## src/rtl/adc_port_defs.vh

```
`ifndef ADC_PORT_DEFS_VH
`define ADC_PORT_DEFS_VH

// System clock
`define CLK_FREQ_HZ        100000000

// Internal serial clock rate and half period in system cycles
`define ISCK_FREQ_HZ       19200
`define ISCK_HALF_CYCLES   (`CLK_FREQ_HZ / (2 * `ISCK_FREQ_HZ))

// Power-up serial clock mode sample, once the pin synchroniser has filled
`define BOOT_SAMPLE_COUNT  3'h4
`define BOOT_LAST_COUNT    3'h5

// Window used to tell a driven frequency pin from a tied one
`define EXT_DETECT_US      1000
`define EXT_DETECT_CYCLES  (`EXT_DETECT_US * (`CLK_FREQ_HZ / 1000000))

// Notch divider for an external conversion clock
`define NOTCH_DIVIDER      2560

// Result word layout
`define WORD_BITS          32
`define BIT_EOC            31
`define BIT_CHANNEL        30
`define BIT_SIGN           29
`define BIT_RANGE          28
`define CODE_MSB           27
`define LAST_FALL_COUNT    5'h1F

// Clamp limits of the raw signed code, sub-LSB units, full scale 2^28
`define CODE_FULL_SCALE    32'sh10000000
`define CODE_CLAMP_HIGH    32'sh11FFFFFF
`define CODE_CLAMP_LOW     32'shFE000000

`endif

```

## src/rtl/adc_serial_result_port.v

```verilog
`timescale 1ns/1ns
`include "adc_port_defs.vh"


module adc_serial_result_port
#(
  parameter DUAL_CHANNEL      = 1,                    // Two-channel variant
  parameter EXT_DETECT_CYCLES = `EXT_DETECT_CYCLES    // Frequency pin window
)
(
  input  wire        clk,           // System clock, 100 MHz
  input  wire        reset,         // Asynchronous reset, active high
  input  wire        ce,            // Clock enable, freezes all state
  input  wire        cs_n_pin,      // Chip select pin, active low
  input  wire        sck_in,        // Serial clock pin level
  output reg         sck_out,       // Serial clock drive value
  output reg         sck_oe_n,      // Serial clock drive enable, active low
  output reg         sck_pullup_en, // Serial clock pull-up enable
  output reg         sdo_out,       // Serial data drive value
  output reg         sdo_oe_n,      // Serial data drive enable, active low
  input  wire        frequency_select_pin, // Frequency control pin
  output reg         osc_external,  // Conversion runs from frequency pin
  output reg         notch_50hz,    // Internal notch at 50Hz, else 60Hz
  output reg         conv_clk_tick, // One pulse per external clock rise
  output reg         conv_start,    // Pulse: start a conversion
  output reg         conv_channel,  // Channel of the running conversion
  input  wire        conv_done,     // Pulse: conversion finished
  input  wire [31:0] conv_raw,      // Signed raw code with conv_done
  output reg         sleep,         // Low-power sleep state
  output reg         converting     // Conversion in progress
);

  // Sequencer states
  localparam ST_BOOT  = 2'h0;
  localparam ST_CONV  = 2'h1;
  localparam ST_READY = 2'h2;
  localparam ST_SHIFT = 2'h3;

  // Divider reload and last cycle of the detect window
  localparam [31:0] ISCK_HALF_FULL = `ISCK_HALF_CYCLES;
  localparam [11:0] ISCK_HALF      = ISCK_HALF_FULL[11:0];
  localparam [31:0] DETECT_LAST    = EXT_DETECT_CYCLES - 1;

  // Synchronisers: three stages, stable once stages two and three agree
  reg  [2:0] cs_sync;
  reg  [2:0] sck_sync;
  reg  [2:0] fsel_sync;
  reg        cs_n;
  reg        sck_lvl;
  reg        fsel_lvl;
  reg        cs_n_prev;
  reg        sck_prev;
  reg        fsel_prev;

  // Sequencer, shift register and counters
  reg  [1:0]  state;
  reg  [31:0] sreg;
  reg  [4:0]  fall_count;
  reg         ext_sck_mode;
  reg         chan_next;
  reg  [2:0]  boot_count;
  reg  [11:0] isck_div;
  reg  [31:0] detect_count;
  reg         fsel_seen_edge;

  // Result word and edge strobes
  wire [31:0] packed_word;
  wire        cs_fall;
  wire        cs_rise;
  wire        ext_fall;
  wire        int_fall;
  wire        shift_fall;
  wire        fsel_rise;

  // Result word with status bits and clamping
  result_word_pack u_pack
  (
    .raw_code (conv_raw),
    .channel  (conv_channel),
    .word     (packed_word)
  );

  // Pin synchronisers
  always @(posedge clk or posedge reset)
  begin
    if (reset)
    begin
      cs_sync   <= 3'h7;
      sck_sync  <= 3'h7;
      fsel_sync <= 3'h0;
      cs_n      <= 1'b1;
      sck_lvl   <= 1'b1;
      fsel_lvl  <= 1'b0;
      cs_n_prev <= 1'b1;
      sck_prev  <= 1'b1;
      fsel_prev <= 1'b0;
    end
    else if (ce)
    begin
      cs_sync   <= {cs_sync[1:0], cs_n_pin};
      sck_sync  <= {sck_sync[1:0], sck_in};
      fsel_sync <= {fsel_sync[1:0], frequency_select_pin};
      if (cs_sync[1] == cs_sync[2])
        cs_n <= cs_sync[2];
      if (sck_sync[1] == sck_sync[2])
        sck_lvl <= sck_sync[2];
      if (fsel_sync[1] == fsel_sync[2])
        fsel_lvl <= fsel_sync[2];
      cs_n_prev <= cs_n;
      sck_prev  <= sck_lvl;
      fsel_prev <= fsel_lvl;
    end
  end

  assign cs_fall   = cs_n_prev & ~cs_n;
  assign cs_rise   = ~cs_n_prev & cs_n;
  assign fsel_rise = ~fsel_prev & fsel_lvl;

  // Host falling edges count only with select low
  assign ext_fall   = ext_sck_mode & ~cs_n & sck_prev & ~sck_lvl;
  // Internal clock falls when the divider expires on a high phase
  assign int_fall   = ~ext_sck_mode & (state == ST_SHIFT) & ~sck_oe_n
                      & sck_out & (isck_div == 12'h000);
  assign shift_fall = ext_fall | int_fall;

  // Frequency pin: toggling means external clock, else tied level
  always @(posedge clk or posedge reset)
  begin
    if (reset)
    begin
      detect_count   <= 32'h00000000;
      fsel_seen_edge <= 1'b0;
      osc_external   <= 1'b0;
      notch_50hz     <= 1'b0;
      conv_clk_tick  <= 1'b0;
    end
    else if (ce)
    begin
      conv_clk_tick <= osc_external & fsel_rise;
      if (fsel_prev != fsel_lvl)
        fsel_seen_edge <= 1'b1;
      if (detect_count == DETECT_LAST)
      begin
        detect_count   <= 32'h00000000;
        fsel_seen_edge <= 1'b0;
        osc_external   <= fsel_seen_edge | (fsel_prev != fsel_lvl);
        notch_50hz     <= fsel_lvl;
      end
      else
        detect_count <= detect_count + 32'h00000001;
    end
  end

  // Serial clock mode and pull-up
  always @(posedge clk or posedge reset)
  begin
    if (reset)
    begin
      boot_count    <= 3'h0;
      ext_sck_mode  <= 1'b0;
      sck_pullup_en <= 1'b0;
    end
    else if (ce)
    begin
      // Power-up sample waits until the synchroniser holds the pin level
      if (boot_count != `BOOT_LAST_COUNT)
      begin
        boot_count <= boot_count + 3'h1;
        if (boot_count == `BOOT_SAMPLE_COUNT)
          ext_sck_mode <= ~sck_lvl;
      end
      else if (cs_fall && state != ST_SHIFT)
        ext_sck_mode <= ~sck_lvl;
      sck_pullup_en <= ~ext_sck_mode;
    end
  end

  // Internal serial clock generator
  always @(posedge clk or posedge reset)
  begin
    if (reset)
    begin
      isck_div <= 12'h000;
      sck_out  <= 1'b1;
      sck_oe_n <= 1'b1;
    end
    else if (ce)
    begin
      if (state == ST_SHIFT && !ext_sck_mode && !cs_n && !sck_oe_n)
      begin
        if (isck_div == 12'h000)
        begin
          isck_div <= ISCK_HALF - 12'h001;
          sck_out  <= ~sck_out;
          if (int_fall && fall_count == `LAST_FALL_COUNT)
            sck_oe_n <= 1'b1;
        end
        else
          isck_div <= isck_div - 12'h001;
      end
      // Mode settles one cycle after the select fall
      else if (state == ST_READY && !ext_sck_mode && !cs_n && !cs_fall)
      begin
        isck_div <= ISCK_HALF - 12'h001;
        sck_out  <= 1'b1;
        sck_oe_n <= 1'b0;
      end
      else
      begin
        sck_out  <= 1'b1;
        sck_oe_n <= 1'b1;
      end
    end
  end

  // Conversion and readout sequencer
  always @(posedge clk or posedge reset)
  begin
    if (reset)
    begin
      state        <= ST_BOOT;
      sreg         <= 32'h00000000;
      fall_count   <= 5'h00;
      chan_next    <= 1'b0;
      conv_channel <= 1'b0;
      conv_start   <= 1'b0;
      sdo_out      <= 1'b1;
    end
    else if (ce)
    begin
      conv_start <= 1'b0;
      case (state)
        ST_BOOT:
        begin
          conv_start   <= 1'b1;
          conv_channel <= 1'b0;
          chan_next    <= (DUAL_CHANNEL != 0);
          sdo_out      <= 1'b1;
          state        <= ST_CONV;
        end
        ST_CONV:
        begin
          sdo_out <= 1'b1;
          if (conv_done)
          begin
            sreg    <= packed_word;
            sdo_out <= 1'b0;
            state   <= ST_READY;
          end
        end
        ST_READY:
        begin
          sdo_out    <= sreg[`BIT_EOC];
          fall_count <= 5'h00;
          if (!cs_n && !cs_fall && (ext_fall || !ext_sck_mode))
          begin
            state <= ST_SHIFT;
            if (ext_fall)
            begin
              sreg       <= {sreg[30:0], 1'b0};
              sdo_out    <= sreg[30];
              fall_count <= 5'h01;
            end
          end
        end
        ST_SHIFT:
        begin
          if (cs_rise)
          begin
            conv_start   <= 1'b1;
            conv_channel <= chan_next;
            chan_next    <= (DUAL_CHANNEL != 0) & ~chan_next;
            sdo_out      <= 1'b1;
            state        <= ST_CONV;
          end
          else if (shift_fall)
          begin
            if (fall_count == `LAST_FALL_COUNT)
            begin
              sdo_out      <= 1'b1;
              conv_start   <= 1'b1;
              conv_channel <= chan_next;
              chan_next    <= (DUAL_CHANNEL != 0) & ~chan_next;
              state        <= ST_CONV;
            end
            else
            begin
              sreg       <= {sreg[30:0], 1'b0};
              sdo_out    <= sreg[30];
              fall_count <= fall_count + 5'h01;
            end
          end
        end
        default:
          state <= ST_BOOT;
      endcase
    end
  end

  // Data driver, sleep and busy status
  always @(posedge clk or posedge reset)
  begin
    if (reset)
    begin
      sdo_oe_n   <= 1'b1;
      sleep      <= 1'b0;
      converting <= 1'b0;
    end
    else if (ce)
    begin
      sdo_oe_n   <= cs_n;
      sleep      <= (state == ST_READY) & cs_n;
      converting <= (state == ST_CONV) | (state == ST_BOOT);
    end
  end

endmodule // adc_serial_result_port

```

## src/rtl/result_word_pack.v

```verilog
`timescale 1ns/1ns
`include "adc_port_defs.vh"

module result_word_pack
(
  input  wire        [31:0] raw_code,  // Signed filter output, sub-LSB units
  input  wire               channel,   // Channel of this conversion
  output reg         [31:0] word       // Packed result word
);

  reg signed [31:0] raw_s;
  reg signed [31:0] clamped;

  // Clamp, then build status bits and code field
  always @*
  begin
    raw_s = raw_code;
    if (raw_s > `CODE_CLAMP_HIGH)
      clamped = `CODE_CLAMP_HIGH;
    else if (raw_s < `CODE_CLAMP_LOW)
      clamped = `CODE_CLAMP_LOW;
    else
      clamped = raw_s;
    word = 32'h00000000;
    word[`BIT_EOC]     = 1'b0;
    word[`BIT_CHANNEL] = channel;
    word[`BIT_SIGN]    = ~clamped[31];
    word[`BIT_RANGE]   = clamped[31] |
                         (clamped >= `CODE_FULL_SCALE);
    word[`CODE_MSB:0]  = clamped[`CODE_MSB:0];
  end

endmodule // result_word_pack

```

## config.mk

```make
export PLATFORM = sky130hd
export DESIGN_NAME = adc_serial_result_port
export DESIGN_NICKNAME = d
export VERILOG_FILES = /design/src/rtl/adc_serial_result_port.v /design/src/rtl/result_word_pack.v
export VERILOG_INCLUDE_DIRS = /design/src /design/src/rtl
export SDC_FILE = /design/constraint.sdc
export NUM_CORES = 1
export LEC_CHECK = 0
export BUFFER_PORTS_ARGS = -buffer_cell sky130_fd_sc_hd__buf_2
export CAP_MARGIN = 30
export CORE_UTILIZATION = 60
export DETAILED_ROUTE_END_ITERATION = 7
export PLACE_DENSITY = 0.8
export SLEW_MARGIN = 20
export SYNTH_ARGS = -nofsm -noshare
export SYNTH_HDL_FRONTEND = slang
export SYNTH_HIERARCHICAL = 1
export SYNTH_SLANG_ARGS = --single-unit
```

## constraint.sdc

```tcl
create_clock -name clk -period 4.6 [get_ports clk]
set_input_delay 0.23 -clock clk [delete_from_list [all_inputs] [get_ports clk]]
set_output_delay 0.23 -clock clk [all_outputs]
set_load 0.005 [all_outputs]
```

## Word level (Yosys, flattened, before mapping)

Cells that the tools add are included.

- Bits in latches: 0
- RAM bits: 0
- Logic and storage cells: 177
- Bits in read-only memories: 0
- Register bits after elaboration: 115
- Output and inout port bits: 12
- Memories kept: 0
- Input port bits: 39

- Eq/ne operators: 23
- Reduce and logical (&&, ||, !) cells: 38
- Shift-type cells: 0
- Div/mod/pow operators: 0
- Add/sub/neg operators: 4
- Magnitude comparators: 3
- Multiplexer cells: 55
- Bitwise operators: 25
- $mul: 0

Operators with widths:

| kind | number |
|---|---|
| $mux 32 | 9 |
| $pmux 32 s3 | 1 |
| $mux 12 | 3 |
| $add 32x1->32 const B | 1 |
| $eq 32x17->1 const B | 1 |
| $ge 32x30->1 const B | 1 |
| $gt 32x30->1 const B | 1 |
| $lt 32x26->1 const B | 1 |
| $mux 1 | 28 |
| $reduce_and 2->1 | 9 |
| $ne 2x2->1 const B | 8 |
| $mux 5 | 3 |
| $and 1x1->1 | 12 |
| $logic_not 12->1 | 1 |
| $sub 12x1->12 const B | 1 |
| $logic_and 1x1->1 | 10 |
| $mux 2 | 5 |
| $pmux 5 s2 | 1 |
| $reduce_and 5->1 | 2 |
| $reduce_bool 2->1 | 5 |
| $not 1->1 | 9 |
| $pmux 2 s4 | 1 |
| $reduce_and 8->1 | 1 |
| $ne 3x3->1 const B | 2 |
| other kinds (19) | 32 |

## Longest topological paths before layout

- Depth in word-level cells: 9
- Gate-level depth with buffers: 9
- Mapped depth without buffers: 7

## Hierarchy

Netlist, hierarchy kept.

Modules (own cells, without submodules):

| module | seq. area each (um^2) | cells an instance | instances | area each (um^2) |
|---|---|---|---|---|
| adc_serial_result_port | 2894.0 | 513 | 1 | 5913.2 |
| result_word_pack | 0.0 | 83 | 1 | 526.8 |

## Worst setup path before layout

No wires, ideal clock.

- Path type: register -> register
- From: register fall_count[0]
- To: register sreg[10]
- Required time: 4475 ps
- Path buffers: 1
- Library setup time: 125 ps
- Arrival time: 2412 ps
- Path slack: 2063 ps
- Clock period less this slack: 2537 ps
- Cell stages (with the launch flop): 9
- Path through: dfrtp_1 -> ha_1 -> and3_1 -> ha_1 -> o21ai_0 -> nand2_1 -> a2111oi_4 -> buf_6 -> mux2_4

- Longest elaborated chain between the ends: 3

RTL lines:

| what | RTL line | source |
|---|---|---|
| start, declared | adc_serial_result_port.v:58 | `reg [4:0] fall_count;` |
| start signal, assigned | adc_serial_result_port.v:290 | `fall_count <= fall_count + 5'h01;` |
| $eq 5x5->1 (no source line) | n/a |  |
| $ne 2x2->1 (no source line) | n/a |  |
| $reduce_and 8->1 (no source line) | n/a |  |
| end signal, assigned | adc_serial_result_port.v:246 | `sreg <= packed_word;` |
| end signal, assigned | adc_serial_result_port.v:260 | `sreg <= {sreg[30:0], 1'b0};` |
| end signal, assigned | adc_serial_result_port.v:288 | `sreg <= {sreg[30:0], 1'b0};` |
| end, declared | adc_serial_result_port.v:57 | `reg [31:0] sreg;` |

No other way between the ends.
A chain may end at the register's enable or synchronous reset.

## Worst setup path after layout

- From: register state[0]
- To: register sreg[29]

- Longest elaborated chain between the ends: 8
- Elaborated cells on any way between the ends: 17
- Those cells by class: eq/ne: 9; mux: 1; bitwise: 5; reduce/logical: 2

RTL lines:

| what | RTL line | source |
|---|---|---|
| start, declared | adc_serial_result_port.v:56 | `reg [1:0] state;` |
| start signal, assigned | adc_serial_result_port.v:221 | `state <= ST_BOOT;` |
| start signal, assigned | adc_serial_result_port.v:239 | `state <= ST_CONV;` |
| start signal, assigned | adc_serial_result_port.v:248 | `state <= ST_READY;` |
| $eq 2x2->1 | adc_serial_result_port.v:122, adc_serial_result_port.v:232 |  |
| $and 1x1->1 (2 in series) | adc_serial_result_port.v:122 | `assign int_fall = ~ext_sck_mode & (state == ST_SHIFT) & ~sck_oe_n` |
| $and 1x1->1 (2 in series) | adc_serial_result_port.v:123 | `& sck_out & (isck_div == 12'h000);` |
| $or 1x1->1 | adc_serial_result_port.v:124 | `assign shift_fall = ext_fall \| int_fall;` |
| $ne 2x2->1 (no source line) | n/a |  |
| $reduce_and 8->1 (no source line) | n/a |  |

Several ways; a longest one is shown, not always the timed one.

==> flow_summary.json <==
{
  "clk_root_buffer_cell": "clkbuf_8",
  "vias_per_cell": 5.94,
  "fin_skew_ns": 0.00944,
  "crit_path_start_kind": "flop",
  "initial_core_utilization": 0.621,
  "synth_ff_type": "dfrtp_1",
  "synth_enable_flop_cells": 0,
  "syn-instance-count": 596,
  "worst-path-max-fanout": 32,
  "detailroute.via_count": 4698,
  "globalRouteMet2Util": 0.414,
  "cts.hold.buffers_added": 4,
  "layout-area-overhead-vs-synth_pct": 15.4,
  "antenna_cells_inserted": 0,
  "drt.antenna.violating_nets": 0,
  "postSynthAreaPerCell_um2": 10.8,
  "finalCoreUtilization": 0.717,
  "tritoncts": "done",
  "global_route.overflow_total": 0,
  "clock_insertion_delay_worst_skew_ns": 0.52,
  "routabilityCongestion": 0.806,
  "fill_cells": 734,
  "mostFrequentLayoutCell": "dfrtp_1",
  "grt_first_pass_wirelength_mm": 22.5,
  "numPortBuffers": 50,
  "die_width_um": 106,
  "grt.total_usage": 0.255,
  "grt.met3_usage": 0.0686,
  "global_route.usage.met1": 0.326,
  "clock.fmax_ghz": 0.295,
  "routedWlPerCell_um": 16.6,
  "timing.max_cap.violations": 0,
  "worst_hold_startpoint": "conv_raw[0]",
  "synthesis.area_um2": 6440,
  "finalSetupViolations": 0,
  "post-route-drc-count": 0,
  "finalSetupTns_ns": 0,
  "crit_start": "state[0]$_DFFE_PP0P_",
  "top_usage_layer": "met2",
  "synthArstFlopShare": 1.00,
  "die_h_um": 106,
  "yosysWarnings": 6,
  "highest_count_cells_in_the_layout_ignoring_fill_and_taps": "102 x dfrtp_1, 50 x buf_2, 47 x inv_1, 45 x mux2_2, 34 x nor2_1",
  "endpoint_kind": "flop",
  "sequential_fraction_of_the_synthesis_area": 0.449,
  "grt_max_degree": 72,
  "h_tree_depth": 4,
  "cts_post_setup_buffers_inserted": 0,
  "core.rowCount": 37,
  "finalWorstPathRequiredPeriod_ns": 3.39,
  "report.final.hold_viol_count": 0,
  "final_max_slew_viol_count": 0,
  "place.detailed.hpwl_mm": 8.47,
  "worstSetupPathType": "flop to flop",
  "die_area_um2": 11200,
  "synth_nets": 650,
  "worst_pin_slew_ns": 0.959,
  "fraction_of_layout_instances_using_a_drive_strength_above_1": 0.296,
  "worst_setup_hold_path_clk_slew_ns": 0.06,
  "worst_ep_required_time_ns": 5.00,
  "r2r-start": "state[0]$_DFFE_PP0P_",
  "post_dp_cell_area_um2": 6730,
  "grt_pass1_vias": 4768,
  "sequential_cell_area_um2": 2890,
  "status": "finished, final reports clean",
  "design.final.nets": 696,
  "period_share": 0.738,
  "timing.critical_path.arrival_ns": 3.79,
  "cts-resized-gates": 0,
  "max-clock-path-buffers": 2,
  "grt_antenna_before_repair": 0,
  "yosys_register_bits": 115,
  "timing.hold.ws_ns": 0.136,
  "power_per_cell_area_nw_per_um2": 609,
  "sinks_on_clock_net": 115,
  "final_area_um2": 7430,
  "cts-buffers-inserted": 17,
  "slew_headroom": 0.359,
  "drt-initial-drc-count": 296,
  "grt_setup_unrepaired": "false",
  "wirelength_mm": 13.2,
  "min-delay-path-class": "input pin to flop",
  "drt_pre_antenna_iters": 5,
  "io_pins": 51,
  "ys_types": 69,
  "p_leak_nw": 3.39,
  "floorplan.core_area_um2": 10400,
  "multiInputGateArea_um2": 3200,
  "ir_drop_mv": 0.329
}
-- critical path, cell delays in order, from the launching register on --
cell and delay (ns):
dfrtp_1 0.40, ha_1 0.66, nor4bb_1 0.48, nand4_2 0.20, and2_4 0.24, a2111oi_4 0.35
buf_4 0.53, mux2_2 0.40
-- logic make-up after synthesis --
logic type,after synthesis,share of synthesized area
adder cells (fa/ha/maj),15,0.0291
other,1,0.000582
AO/OA/AOI/OAI,106,0.119
flip-flops,115,0.449
XOR/XNOR,34,0.0462
buffers and inverters,80,0.0544
multiplexers,78,0.153
AND/OR/NAND/NOR,167,0.149
-- per-stage QoR --
step	cells	worst slack [ns]	power (mW)
after floorplan	596	1.35	2.79
after global placement	754	1.45	2.99
after detailed placement	754	1.27	3.09
after CTS	790	1.25	4.54
after global routing	791	0.985	4.77
final	791	1.21	4.53
-- where the power goes --
group          internal (mW)  switching (mW)
Combinational          0.834           0.673
Clock                  0.973           0.447
Sequential              1.34           0.264
-- layer usage --
layer | routed length, um | share of wire | vias to the layer above
met4 | 288 | 0.022 | 0
met2 | 6550 | 0.50 | 106
li1 | - | - | 2239
met3 | 530 | 0.040 | 30
met5 | 0 | 0 | -
met1 | 5800 | 0.44 | 2323
-- sequential cells by signal, summed over array words and instances (netlist names), 2 cells and up --
name          flops
boot_count        3
cs_sync           3
detect_count     32
fall_count        5
fsel_sync         3
isck_div         12
sck_sync          3
sreg             32
state             2
-- cell usage after synthesis (3+ instances only) --
cell type	count	area share
a211oi_1	3	0.0035
a21oi_1	14	0.011
a22o_1	4	0.0054
a31oi_1	7	0.0068
and2_1	4	0.0039
and3_1	6	0.0058
and3_2	3	0.0035
and4_1	4	0.0054
buf_2	10	0.0078
buf_6	4	0.0070
clkbuf_1	16	0.0093
dfrtp_1	102	0.40
dfstp_2	13	0.053
ha_1	15	0.029
inv_1	48	0.028
mux2_2	45	0.079
mux2_4	29	0.068
mux2i_1	4	0.0062
nand2_1	32	0.019
nand2b_1	3	0.0029
nand3_1	15	0.012
nand4_1	13	0.013
nor2_1	35	0.020
nor2b_1	11	0.011
nor3_1	9	0.0070
nor4_1	11	0.011
nor4b_1	3	0.0041
o21ai_0	28	0.022
o221ai_1	25	0.034
xnor2_1	19	0.026
xor2_1	15	0.020
-- cell type report --
type	count	area share
clock buffers	22	0.0623
clock inverters	10	0.0239
inverters	48	0.0246
multi-input cells	401	0.431
flip-flops and latches	115	0.389
well taps	136	0.0229
repair buffers	59	0.0458
-- worst paths after layout --
path | endpoint | slack, ns | cells after the start
worst max-delay path | sreg[29]$_DFFE_PP0P_ | 1.21 | 7
worst min-delay path | sreg[0]$_DFFE_PP0P_ | 0.14 | 5
worst max register to register | sreg[29]$_DFFE_PP0P_ | 1.21 | 7
worst min register to register | cs_sync[1]$_DFFE_PP1P_ | 0.49 | 2
max in group asynchronous | sck_out$_DFFE_PP1P_ | 3.19 | 5
min in group asynchronous | sreg[10]$_DFFE_PP0P_ | 0.24 | 3
(Power assumes the default switching activity.)
